$ cat src/rtl/ssms_defs.svh
// timing counts and default tunables for the speed setpoint / mode select block
// assumes a 125 MHz clock and speed values in rpm, rates in rpm per second
`ifndef SSMS_DEFS_SVH
`define SSMS_DEFS_SVH

`define SSMS_CLK_HZ 125000000
`define SSMS_FAST_DELAY_MS 3000
`define SSMS_FAST_MULT 3
`define SSMS_SLOW_RATE_RPS 16'h000A
`define SSMS_SYNC_RATE_RPS 16'h0002
`define SSMS_FREQ_RATE_RPS 16'h0001
`define SSMS_SYNC_WIN_RPM 16'h000A
`define SSMS_MIN_LOAD_PCT 3
`define SSMS_STEP_HZ 1000
`define SSMS_STEP_CYC (`SSMS_CLK_HZ / `SSMS_STEP_HZ)

`endif

$ cat src/rtl/ssms_pkg.sv
// types shared by the speed setpoint / mode select block
// no constants here; numbers live in ssms_defs.svh
package ssms_pkg;
    typedef enum logic [1:0] {SSMS_SPEED, SSMS_FREQ, SSMS_UNIT_LOAD} ssms_mode_e;

    // breaker and contact states, 1 = closed
    typedef struct packed {
        logic gen_brk;
        logic tie_brk;
        logic arm_contact;
        logic dyn_contact;
    } ssms_contacts_s;

    // configuration selections
    typedef struct packed {
        logic gen_app;
        logic arm_feature;
        logic loadshare_cfg;
        logic discrete_cfg;
        logic arm_contact_cfg;
        logic dyn_contact_cfg;
        logic min_load_en;
        logic valve_load;
    } ssms_cfg_s;
endpackage

$ cat src/rtl/ssms_ramp_tick.sv
// per-millisecond step generator: spreads an rpm/sec rate into integer steps
// assumes one clock; tick is a one-cycle enable from the divider
module ssms_ramp_tick
    import ssms_pkg::*;
#(
    parameter int STEP_CYC = 125000
) (
    // clock and reset
    input wire logic clk,
    input wire logic sys_rst,
    // rate in rpm per second, and outputs
    input wire logic [15:0] rate,
    output logic tick,
    output logic [15:0] step
);
    logic [$clog2(STEP_CYC)-1:0] div_q;
    logic [25:0] acc_q;
    logic [25:0] acc_sum;
    logic div_end;

    assign div_end = (div_q == ($clog2(STEP_CYC))'(STEP_CYC - 1));
    assign acc_sum = acc_q + {10'h000, rate};

    // divider; the fractional accumulator keeps slow rates exact over a second
    always_ff @(posedge clk or posedge sys_rst) begin
        if (sys_rst) begin
            div_q <= '0;
            acc_q <= '0;
            tick <= 1'b0;
            step <= 16'h0000;
        end else begin
            div_q <= div_end ? '0 : div_q + 1'b1;
            tick <= div_end;
            if (div_end) begin
                step <= 16'(acc_sum / 26'd1000);
                acc_q <= acc_sum % 26'd1000;
            end
        end
    end
endmodule

$ cat src/rtl/ssms_core.sv
// speed setpoint ramping, frequency arm logic and dual dynamics selection
// assumes all contacts and commands are synchronous and debounced upstream
import ssms_pkg::*;
`include "ssms_defs.svh"

// Notes on behaviour
// - setpoint never above max governor unless overspeed test active
// - after passing min governor, stay above it except idle ramp or stop
// - raise/lower honoured only with speed at or above min governor
// - raise/lower moves setpoint at slow rate
// - after three-second hold, rate becomes three times slow rate
// - entered value ramps toward target at tunable entry rate
// - generator, breaker open, within window of rated: sync window rate
// - tie closed and gen breaker closes: step to minimum load level
// - valve load mode captures valve positions at breaker closure
// - armed: frequency control when tie breaker opens
// - disarmed: stay in unit load when tie breaker opens
// - arm contact closed arms, open disarms; interface may also arm
// - arm selection only with feature, no loadshare, discrete source
// - arming any time; frequency control only gen closed, tie open
// - feature off means permanently armed
// - generator: online dynamics with both breakers closed, else offline
// - non-generator: offline below min governor, online above
// - dynamics contact overrides: open offline, closed online
// - relay output shows selected dynamics
// - setpoint from interface, contacts, serial, analog or cascade
// - entering frequency control steps to speed then ramps to rated
// - generator modes: speed, frequency, unit load by breakers
module ssms_core
    import ssms_pkg::*;
#(
    parameter int FAST_DELAY_MS = `SSMS_FAST_DELAY_MS,
    parameter int STEP_CYC = `SSMS_STEP_CYC
) (
    // clock and reset
    input wire logic clk,
    input wire logic sys_rst,
    // configuration
    input wire ssms_cfg_s cfg,
    input wire logic [15:0] min_gov,
    input wire logic [15:0] max_gov,
    input wire logic [15:0] rated,
    input wire logic [15:0] idle_spd,
    // tunable rates and window
    input wire logic [15:0] slow_rate,
    input wire logic [15:0] entry_rate,
    input wire logic [15:0] sync_rate,
    input wire logic [15:0] sync_win,
    input wire logic [15:0] freq_rate,
    input wire logic [7:0] fast_mult,
    input wire logic [7:0] min_load_pct,
    // field contacts and speed
    input wire ssms_contacts_s contacts,
    input wire logic [15:0] speed,
    input wire logic [15:0] valve_hp,
    input wire logic [15:0] valve_lp,
    // operator commands
    input wire logic raise_cmd,
    input wire logic lower_cmd,
    input wire logic entry_valid,
    input wire logic [15:0] entry_value,
    input wire logic direct_valid,
    input wire logic [15:0] direct_value,
    input wire logic arm_cmd,
    input wire logic disarm_cmd,
    input wire logic ovs_test,
    input wire logic idle_cmd,
    input wire logic stop_cmd,
    // status outputs
    output logic [15:0] setpoint,
    output ssms_mode_e mode,
    output logic online_dyn,
    output logic dyn_relay,
    output logic armed,
    output logic arm_avail,
    output logic [15:0] zero_hp,
    output logic [15:0] zero_lp
);
    // ************************************************************
    // rate tick and hold timer
    // ************************************************************
    logic [15:0] rate_sel;
    logic tick;
    logic [15:0] step;
    logic [15:0] sp_q, sp_d;
    logic [15:0] tgt_q;
    logic ramp_q;
    logic above_min_q;
    logic [$clog2(FAST_DELAY_MS+1)-1:0] hold_q;
    logic fast;

    ssms_ramp_tick #(.STEP_CYC(STEP_CYC)) u_tick (
        .clk(clk),
        .sys_rst(sys_rst),
        .rate(rate_sel),
        .tick(tick),
        .step(step)
    );

    // ************************************************************
    // decode of conditions
    // ************************************************************
    wire rl_ok = (speed >= min_gov);
    wire rl_act = rl_ok && (raise_cmd ^ lower_cmd);
    wire [16:0] dist_rated = (sp_q > rated) ? {1'b0, sp_q - rated} : {1'b0, rated - sp_q};
    wire in_win = cfg.gen_app && !contacts.gen_brk && (dist_rated <= {1'b0, sync_win});
    wire [23:0] fast_rate = slow_rate * fast_mult;
    assign fast = (hold_q == ($bits(hold_q))'(FAST_DELAY_MS));
    wire [23:0] min_load_inc = rated * min_load_pct / 8'd100;
    wire [15:0] min_load_sp = 16'(rated + min_load_inc[15:0]);
    wire lim_free = idle_cmd || stop_cmd;
    wire [15:0] hi_lim = ovs_test ? 16'hFFFF : max_gov;
    wire [15:0] lo_lim = (above_min_q && !lim_free) ? min_gov : 16'h0000;
    logic gen_q, tie_q;
    wire gen_close = contacts.gen_brk && !gen_q;
    wire tie_open = !contacts.tie_brk && tie_q;

    logic entry_q;
    // rate priority: sync window, then fast/slow hold, then entry or freq ramp
    assign rate_sel = in_win ? sync_rate :
                      rl_act ? (fast ? 16'(fast_rate) : slow_rate) :
                      (mode == SSMS_FREQ && !entry_q) ? freq_rate : entry_rate;

    // ************************************************************
    // frequency arm and control mode
    // ************************************************************
    assign arm_avail = cfg.arm_feature && !cfg.loadshare_cfg && cfg.discrete_cfg;
    logic arm_q;
    logic arm_ct_q;
    wire arm_eff = arm_avail ? arm_q : 1'b1;
    assign armed = arm_eff;
    wire fc_cond = cfg.gen_app && contacts.gen_brk && !contacts.tie_brk;
    ssms_mode_e mode_d;

    always_comb begin
        mode_d = mode;
        if (!cfg.gen_app || !contacts.gen_brk)
            mode_d = SSMS_SPEED;
        else if (contacts.tie_brk)
            mode_d = SSMS_UNIT_LOAD;
        else if (fc_cond && arm_eff)
            mode_d = SSMS_FREQ;
        else if (mode != SSMS_FREQ)
            mode_d = SSMS_UNIT_LOAD;
    end
    wire enter_fc = (mode_d == SSMS_FREQ) && (mode != SSMS_FREQ);

    // arm latch: contact edges and interface commands, last one wins; in one cycle a contact edge beats a command
    always_ff @(posedge clk or posedge sys_rst) begin
        if (sys_rst) begin
            arm_q <= 1'b0;
            arm_ct_q <= 1'b0;
            mode <= SSMS_SPEED;
            gen_q <= 1'b0;
            tie_q <= 1'b0;
        end else begin
            arm_ct_q <= contacts.arm_contact;
            if (cfg.arm_contact_cfg && contacts.arm_contact != arm_ct_q)
                arm_q <= contacts.arm_contact;
            else if (arm_cmd)
                arm_q <= 1'b1;
            else if (disarm_cmd)
                arm_q <= 1'b0;
            mode <= mode_d;
            gen_q <= contacts.gen_brk;
            tie_q <= contacts.tie_brk;
        end
    end

    // ************************************************************
    // setpoint ramp
    // ************************************************************
    wire [16:0] up = {1'b0, sp_q} + {1'b0, step};
    wire [15:0] dn = (sp_q > step) ? sp_q - step : 16'h0000;
    logic [15:0] raw;

    always_comb begin
        raw = sp_q;
        if (enter_fc)
            raw = speed;
        else if (cfg.gen_app && cfg.min_load_en && gen_close && contacts.tie_brk)
            raw = min_load_sp;
        else if (direct_valid)
            raw = direct_value;
        else if (tick && rl_act && raise_cmd)
            raw = up[16] ? 16'hFFFF : up[15:0];
        else if (tick && rl_act && lower_cmd)
            raw = dn;
        else if (tick && ramp_q)
            // stop exactly at the target, no overshoot
            raw = (tgt_q > sp_q) ? ((up[15:0] > tgt_q || up[16]) ? tgt_q : up[15:0])
                                 : ((dn < tgt_q) ? tgt_q : dn);
        sp_d = raw;
        if (sp_d > hi_lim)
            sp_d = hi_lim;
        if (sp_d < lo_lim)
            sp_d = lo_lim;
    end

    // idle or stop walks the setpoint down to idle speed
    wire [15:0] tgt_new = lim_free ? idle_spd : enter_fc ? rated : entry_value;
    wire tgt_load = lim_free || enter_fc || entry_valid;

    always_ff @(posedge clk or posedge sys_rst) begin
        if (sys_rst) begin
            sp_q <= 16'h0000;
            tgt_q <= 16'h0000;
            ramp_q <= 1'b0;
            entry_q <= 1'b0;
            above_min_q <= 1'b0;
        end else begin
            sp_q <= sp_d;
            if (tgt_load) begin
                tgt_q <= tgt_new;
                ramp_q <= 1'b1;
                entry_q <= entry_valid && !enter_fc && !lim_free;
            end else if (rl_act || direct_valid || sp_q == tgt_q) begin
                ramp_q <= 1'b0;
            end
            if (lim_free)
                above_min_q <= 1'b0;
            else if (sp_q > min_gov)
                above_min_q <= 1'b1;
        end
    end
    assign setpoint = sp_q;

    // hold timer counts milliseconds of a continuous raise or lower;
    // a direction change restarts it, so a fresh lower never starts fast
    logic dir_q;
    wire dir_flip = (raise_cmd != dir_q);

    always_ff @(posedge clk or posedge sys_rst) begin
        if (sys_rst) begin
            hold_q <= '0;
            dir_q <= 1'b0;
        end else begin
            dir_q <= raise_cmd;
            if (!rl_act || dir_flip)
                hold_q <= '0;
            else if (tick && !fast)
                hold_q <= hold_q + 1'b1;
        end
    end

    // ************************************************************
    // zero-load valve capture and dynamics select
    // ************************************************************
    logic online_q;
    wire dyn_hold = (speed == min_gov);
    wire dyn_d = cfg.dyn_contact_cfg ? contacts.dyn_contact :
                 cfg.gen_app ? (contacts.gen_brk && contacts.tie_brk) :
                 dyn_hold ? online_q : (speed > min_gov);

    always_ff @(posedge clk or posedge sys_rst) begin
        if (sys_rst) begin
            zero_hp <= 16'h0000;
            zero_lp <= 16'h0000;
            online_q <= 1'b0;
        end else begin
            if (cfg.valve_load && gen_close) begin
                zero_hp <= valve_hp;
                zero_lp <= valve_lp;
            end
            online_q <= dyn_d;
        end
    end
    assign online_dyn = online_q;
    assign dyn_relay = online_q;

    // ************************************************************
    // checks
    // ************************************************************
    property p_max_clamp;
        @(posedge clk) disable iff (sys_rst) !$past(ovs_test) |-> setpoint <= $past(max_gov);
    endproperty
    a_max_clamp: assert property (p_max_clamp) else $error("setpoint above max governor");

    property p_min_hold;
        @(posedge clk) disable iff (sys_rst) ($past(above_min_q) && !$past(lim_free))
            |-> setpoint >= $past(min_gov);
    endproperty
    a_min_hold: assert property (p_min_hold) else $error("setpoint fell below min governor");

    property p_no_raise_low;
        @(posedge clk) disable iff (sys_rst) (!rl_ok && !tgt_load && !ramp_q && !direct_valid && !gen_close)
            |=> sp_q == $past(sp_q) || sp_q == max_gov || sp_q == min_gov;
    endproperty
    a_no_raise_low: assert property (p_no_raise_low) else $error("raise honoured below min governor");

    property p_arm_avail;
        @(posedge clk) disable iff (sys_rst) arm_avail == (cfg.arm_feature && !cfg.loadshare_cfg && cfg.discrete_cfg);
    endproperty
    a_arm_avail: assert property (p_arm_avail) else $error("arm selection availability wrong");

    property p_fc_only;
        @(posedge clk) disable iff (sys_rst) mode == SSMS_FREQ |-> $past(fc_cond);
    endproperty
    a_fc_only: assert property (p_fc_only) else $error("frequency control without breaker state");

    property p_fc_step;
        @(posedge clk) disable iff (sys_rst) enter_fc && speed <= hi_lim && speed >= lo_lim |=> sp_q == $past(speed);
    endproperty
    a_fc_step: assert property (p_fc_step) else $error("no step to sensed speed");

    property p_gen_dyn;
        @(posedge clk) disable iff (sys_rst) (cfg.gen_app && !cfg.dyn_contact_cfg) [*2]
            |-> online_dyn == $past(contacts.gen_brk && contacts.tie_brk);
    endproperty
    a_gen_dyn: assert property (p_gen_dyn) else $error("generator dynamics wrong");

    property p_dyn_contact;
        @(posedge clk) disable iff (sys_rst) cfg.dyn_contact_cfg |=> online_dyn == $past(contacts.dyn_contact);
    endproperty
    a_dyn_contact: assert property (p_dyn_contact) else $error("dynamics contact ignored");

    property p_equal_hold;
        @(posedge clk) disable iff (sys_rst) (!cfg.gen_app && !cfg.dyn_contact_cfg && dyn_hold) |=> $stable(online_dyn);
    endproperty
    a_equal_hold: assert property (p_equal_hold) else $error("dynamics changed at min governor");

    property p_zero_capture;
        @(posedge clk) disable iff (sys_rst) cfg.valve_load && gen_close
            |=> zero_hp == $past(valve_hp) && zero_lp == $past(valve_lp);
    endproperty
    a_zero_capture: assert property (p_zero_capture) else $error("valve zero not captured");

    property p_min_load;
        @(posedge clk) disable iff (sys_rst) cfg.gen_app && cfg.min_load_en && gen_close && contacts.tie_brk
            && min_load_sp <= hi_lim && min_load_sp >= lo_lim |=> setpoint == $past(min_load_sp);
    endproperty
    a_min_load: assert property (p_min_load) else $error("no step to minimum load");

    property p_disarmed_stay;
        @(posedge clk) disable iff (sys_rst) mode == SSMS_UNIT_LOAD && !armed |=> mode != SSMS_FREQ;
    endproperty
    a_disarmed_stay: assert property (p_disarmed_stay) else $error("disarmed unit left unit load");

    // coverage of the main scenarios
    c_fc: cover property (@(posedge clk) disable iff (sys_rst) enter_fc);
    c_fast: cover property (@(posedge clk) disable iff (sys_rst) fast && rl_act);
    c_minload: cover property (@(posedge clk) disable iff (sys_rst) gen_close && contacts.tie_brk);
    c_ovs: cover property (@(posedge clk) disable iff (sys_rst) ovs_test && setpoint > max_gov);
    c_tie_disarmed: cover property (@(posedge clk) disable iff (sys_rst) tie_open && !arm_eff);
endmodule

$ cat config.mk
export PLATFORM = sky130hd
export DESIGN_NAME = ssms_core
export DESIGN_NICKNAME = d
export VERILOG_FILES = /design/src/rtl/ssms_pkg.sv /design/src/rtl/ssms_ramp_tick.sv /design/src/rtl/ssms_core.sv
export VERILOG_INCLUDE_DIRS = /design/src /design/src/rtl
export SDC_FILE = /design/constraint.sdc
export NUM_CORES = 2
export LEC_CHECK = 0
export ABC_AREA = 1
export BUFFER_PORTS_ARGS = -buffer_cell sky130_fd_sc_hd__buf_4
export CORE_ASPECT_RATIO = 0.6
export CORE_MARGIN = 2
export CORE_UTILIZATION = 40
export DETAILED_ROUTE_END_ITERATION = 12
export HOLD_SLACK_MARGIN = 0.08
export PLACE_DENSITY_LB_ADDON = 0.08
export SETUP_SLACK_MARGIN = 0.4
export SYNTH_ARGS = -nofsm -noshare
export SYNTH_HDL_FRONTEND = slang
export SYNTH_SLANG_ARGS = --single-unit
$ cat constraint.sdc
create_clock -name clk -period 14.7 [get_ports clk]
set_input_delay 0 -clock clk [delete_from_list [all_inputs] [get_ports clk]]
set_output_delay 0 -clock clk [all_outputs]
set_load 0.01 [all_outputs]
==> out/metrics.cfg <==
[yosys]
synth.largest_area_cell = sky130_fd_sc_hd__nand2_1
netlist_instances = 4518
syn-num-nets = 5222
mean_post_synth_cell_area_um2 = 6.532
ys_async_sr_fraction = 1.000
synth.ff_latch_count = 146
count_of_flip_flops_with_a_built_in_enable_after_synthesis = 0
synth_warnings = 0
synth.distinct_cells = 73
synth_flop_cell = sky130_fd_sc_hd__dfrtp_1
synth.cell_area_um2 = 29510
synth_sequential_area_ratio = 0.1238
synth.area.top_cells = sky130_fd_sc_hd__nand2_1 13%, sky130_fd_sc_hd__dfrtp_1 12%, sky130_fd_sc_hd__ha_1 12%
synthDominantCellAreaShare = 0.1323

[worst_setup_path]
critPathSlowestCell = sky130_fd_sc_hd__fa_1
worstPathMaxFanout = 8
critical_path_class = input pin to register
slowest_delay_ns = 0.62
worstPathArrival_ns = 18.30
critPathCaptureType = register
startpoint_type = input pin
required_ns = 15.11
register_to_register_setup_slack_ns = -0.64

[route]
drt_wl_total_um = 119600
drt-pass1-iter-count = 6
initialDrtViolationCount = 2781
ant_nets = 0
detailroute.via_count = 33840
route.detailed.drc = 0
drt-vias-per-instance = 5.020
drt-wirelength-per-cell_um = 17.75

[cells_and_area]
multi_input_comb_area_um2 = 25620
nNetsFinal = 6443
layout.cells.most_common = sky130_fd_sc_hd__buf_4
sequential_cell_area_um2 = 3655
area_delta_synth_final_pct = 52.86
final_cell_mix = 1127 x sky130_fd_sc_hd__buf_4, 853 x sky130_fd_sc_hd__nand2_1, 728 x sky130_fd_sc_hd__inv_1, 269 x sky130_fd_sc_hd__nor2_1, 252 x sky130_fd_sc_hd__ha_1
post_route_cells_drive_above_1_share = 0.3824
number_of_inserted_filler_cells_in_the_final_layout = 6803

[die]
initial_core_util = 0.4025
die_y_um = 214.4
die-width_um = 354.7
design.portCount = 317
fp.dieArea_um2 = 76030
core.rowCount = 77
core_region_area_um2 = 73320

[sta]
timing.final.crit_period_ns = 17.89
tightestPinTransition_ns = 1.168
fin_crit_sh = 1.217
timing_max_transition_violations_final = 0
highest_clock_rate_mhz = 55.91
timing.hold.ws_ns = 0.06375
rsz0062_at_grt = true
fin_worst_skew_ns = 0.01410
fin_ws_ns = -3.185
setup_viol_count_final = 25
max-slew-margin-rel = 0.2168
finalHoldViolations = 0

[clocking]
cts_buffers = 17
cts.htree.levels = 4
clock_latency_ns = 0.51
numClockSinks = 146
cts_tree = built
cts-root-to-sink-buffers = 2
clkTransAtPathRegs_ns = 0.06
cts_root_buf = sky130_fd_sc_hd__clkbuf_16

[place]
dpl.hpwl_um = 96270
portBuffers = 316
place_ws_ns = -3.449
gp_routability_congestion = 1.020

[global_route]
grt_overflow_total = 0
grt_pass1_vias = 31280
grt_max_degree = 96
grt_pass1_wl_um = 180400
grt_antenna_before_repair = 2
grt.total_usage = 0.3020

[min_path]
worst_hold_path_type = input pin to register

[status]
violated_checks = negative setup slack
outcome = complete, but fails checks

[job]
max_cap_viol_count = 0

## flip-flops by register name, indices dropped and copies added, names as in the netlist, 2 cells and up
signal        cells
zero_lp          16
mode              2
u_tick.acc_q     26
u_tick.div_q     17
zero_hp          16
u_tick.step      16
tgt_q            16
setpoint         16
hold_q           12
## kinds of logic after synthesis
family                   after synthesis  share of synthesized area
adder cells (fa/ha/maj)              441                     0.2251
flip-flops                           146                     0.1238
multiplexers                          36                    0.01357
AND/OR/NAND/NOR                     2033                     0.3201
XOR/XNOR                             143                    0.04295
buffers and inverters                963                     0.1236
AO/OA/AOI/OAI                        756                     0.1509
## worst paths after layout
path,cells after the start,to,startpoint
worst max-delay path,141,setpoint[1]$_DFF_PP0_,rated[9]
worst min-delay path,6,setpoint[2]$_DFF_PP0_,max_gov[2]
worst max register to register,137,u_tick.acc_q[8]$_DFFE_PP0P_,setpoint[0]$_DFF_PP0_
worst min register to register,1,u_tick.div_q[0]$_DFF_PP0_,u_tick.div_q[0]$_DFF_PP0_
max in group asynchronous,4,setpoint[0]$_DFF_PP0_,sys_rst
min in group asynchronous,3,arm_q$_DFFE_PP0P_,sys_rst
## per-stage QoR
stage               TNS [ns]  cells  area [um2]  utilization
floorplan             -25.04   4518       30070            -
global placement      -59.46   6404       38410       0.5239
detailed placement    -64.82   6404       38410       0.5239
CTS                   -41.67   6616       41460       0.5655
global route          -83.68   6738       45100       0.6152
finish                -55.47   6740       45110       0.6153
## routing by layer
metal / routed length (um) / track usage
met5: 0 / 0
met4: 1307 / 0.04068
met3: 12280 / 0.08315
met2: 44500 / 0.3836
met1: 61530 / 0.4960
## worst max-delay path, delay by kind of cell
kind / cells / cell delay (ns)
AO/OA/AOI/OAI: 20 / 3.39
XOR/XNOR: 2 / 0.52
adder cells (fa/ha/maj): 8 / 3.13
buffers and inverters: 19 / 1.66
AND/OR/NAND/NOR: 92 / 9.53
## layout make-up
class / instances / area share
sequential: 146 / 0.08102
inverter: 851 / 0.07212
tap: 987 / 0.02738
antenna: 2 / 0.0001110
timing repair buffer: 1313 / 0.2378
multi-input combinational: 3410 / 0.5680
clock inverter: 13 / 0.003883
clock buffer: 18 / 0.009736
## cell usage after synthesis (all sizes together) (6+ instances only)
cell    count
nor3       34
a221oi      6
or2        15
o221ai      7
o21a       10
a31oi      13
xnor2      35
nand3b     10
o21ai     298
inv       836
nor2      363
ha        291
fa        150
dfrtp     146
and2       11
xor2      108
o211ai     49
nor4        9
nand3     300
clkinv     15
a21o       13
nand2    1222
o21bai     25
mux2       32
nand4      65
clkbuf    105
o31ai       6
buf         7
a21oi     278
a211oi     24
## what timing repair did
action,4_1_cts,5_1_grt
setup endpoints to repair,27,29
setup buffers,77,115
resized for setup,204,627
endpoints found under the hold margin,168,0
pin swaps,112,292
hold buffers,100,0
gates cloned,4,7
Power is left out: the tool's default activity adds up to more than one toggle a clock period on the data nets, which glitch-free logic cannot reach.
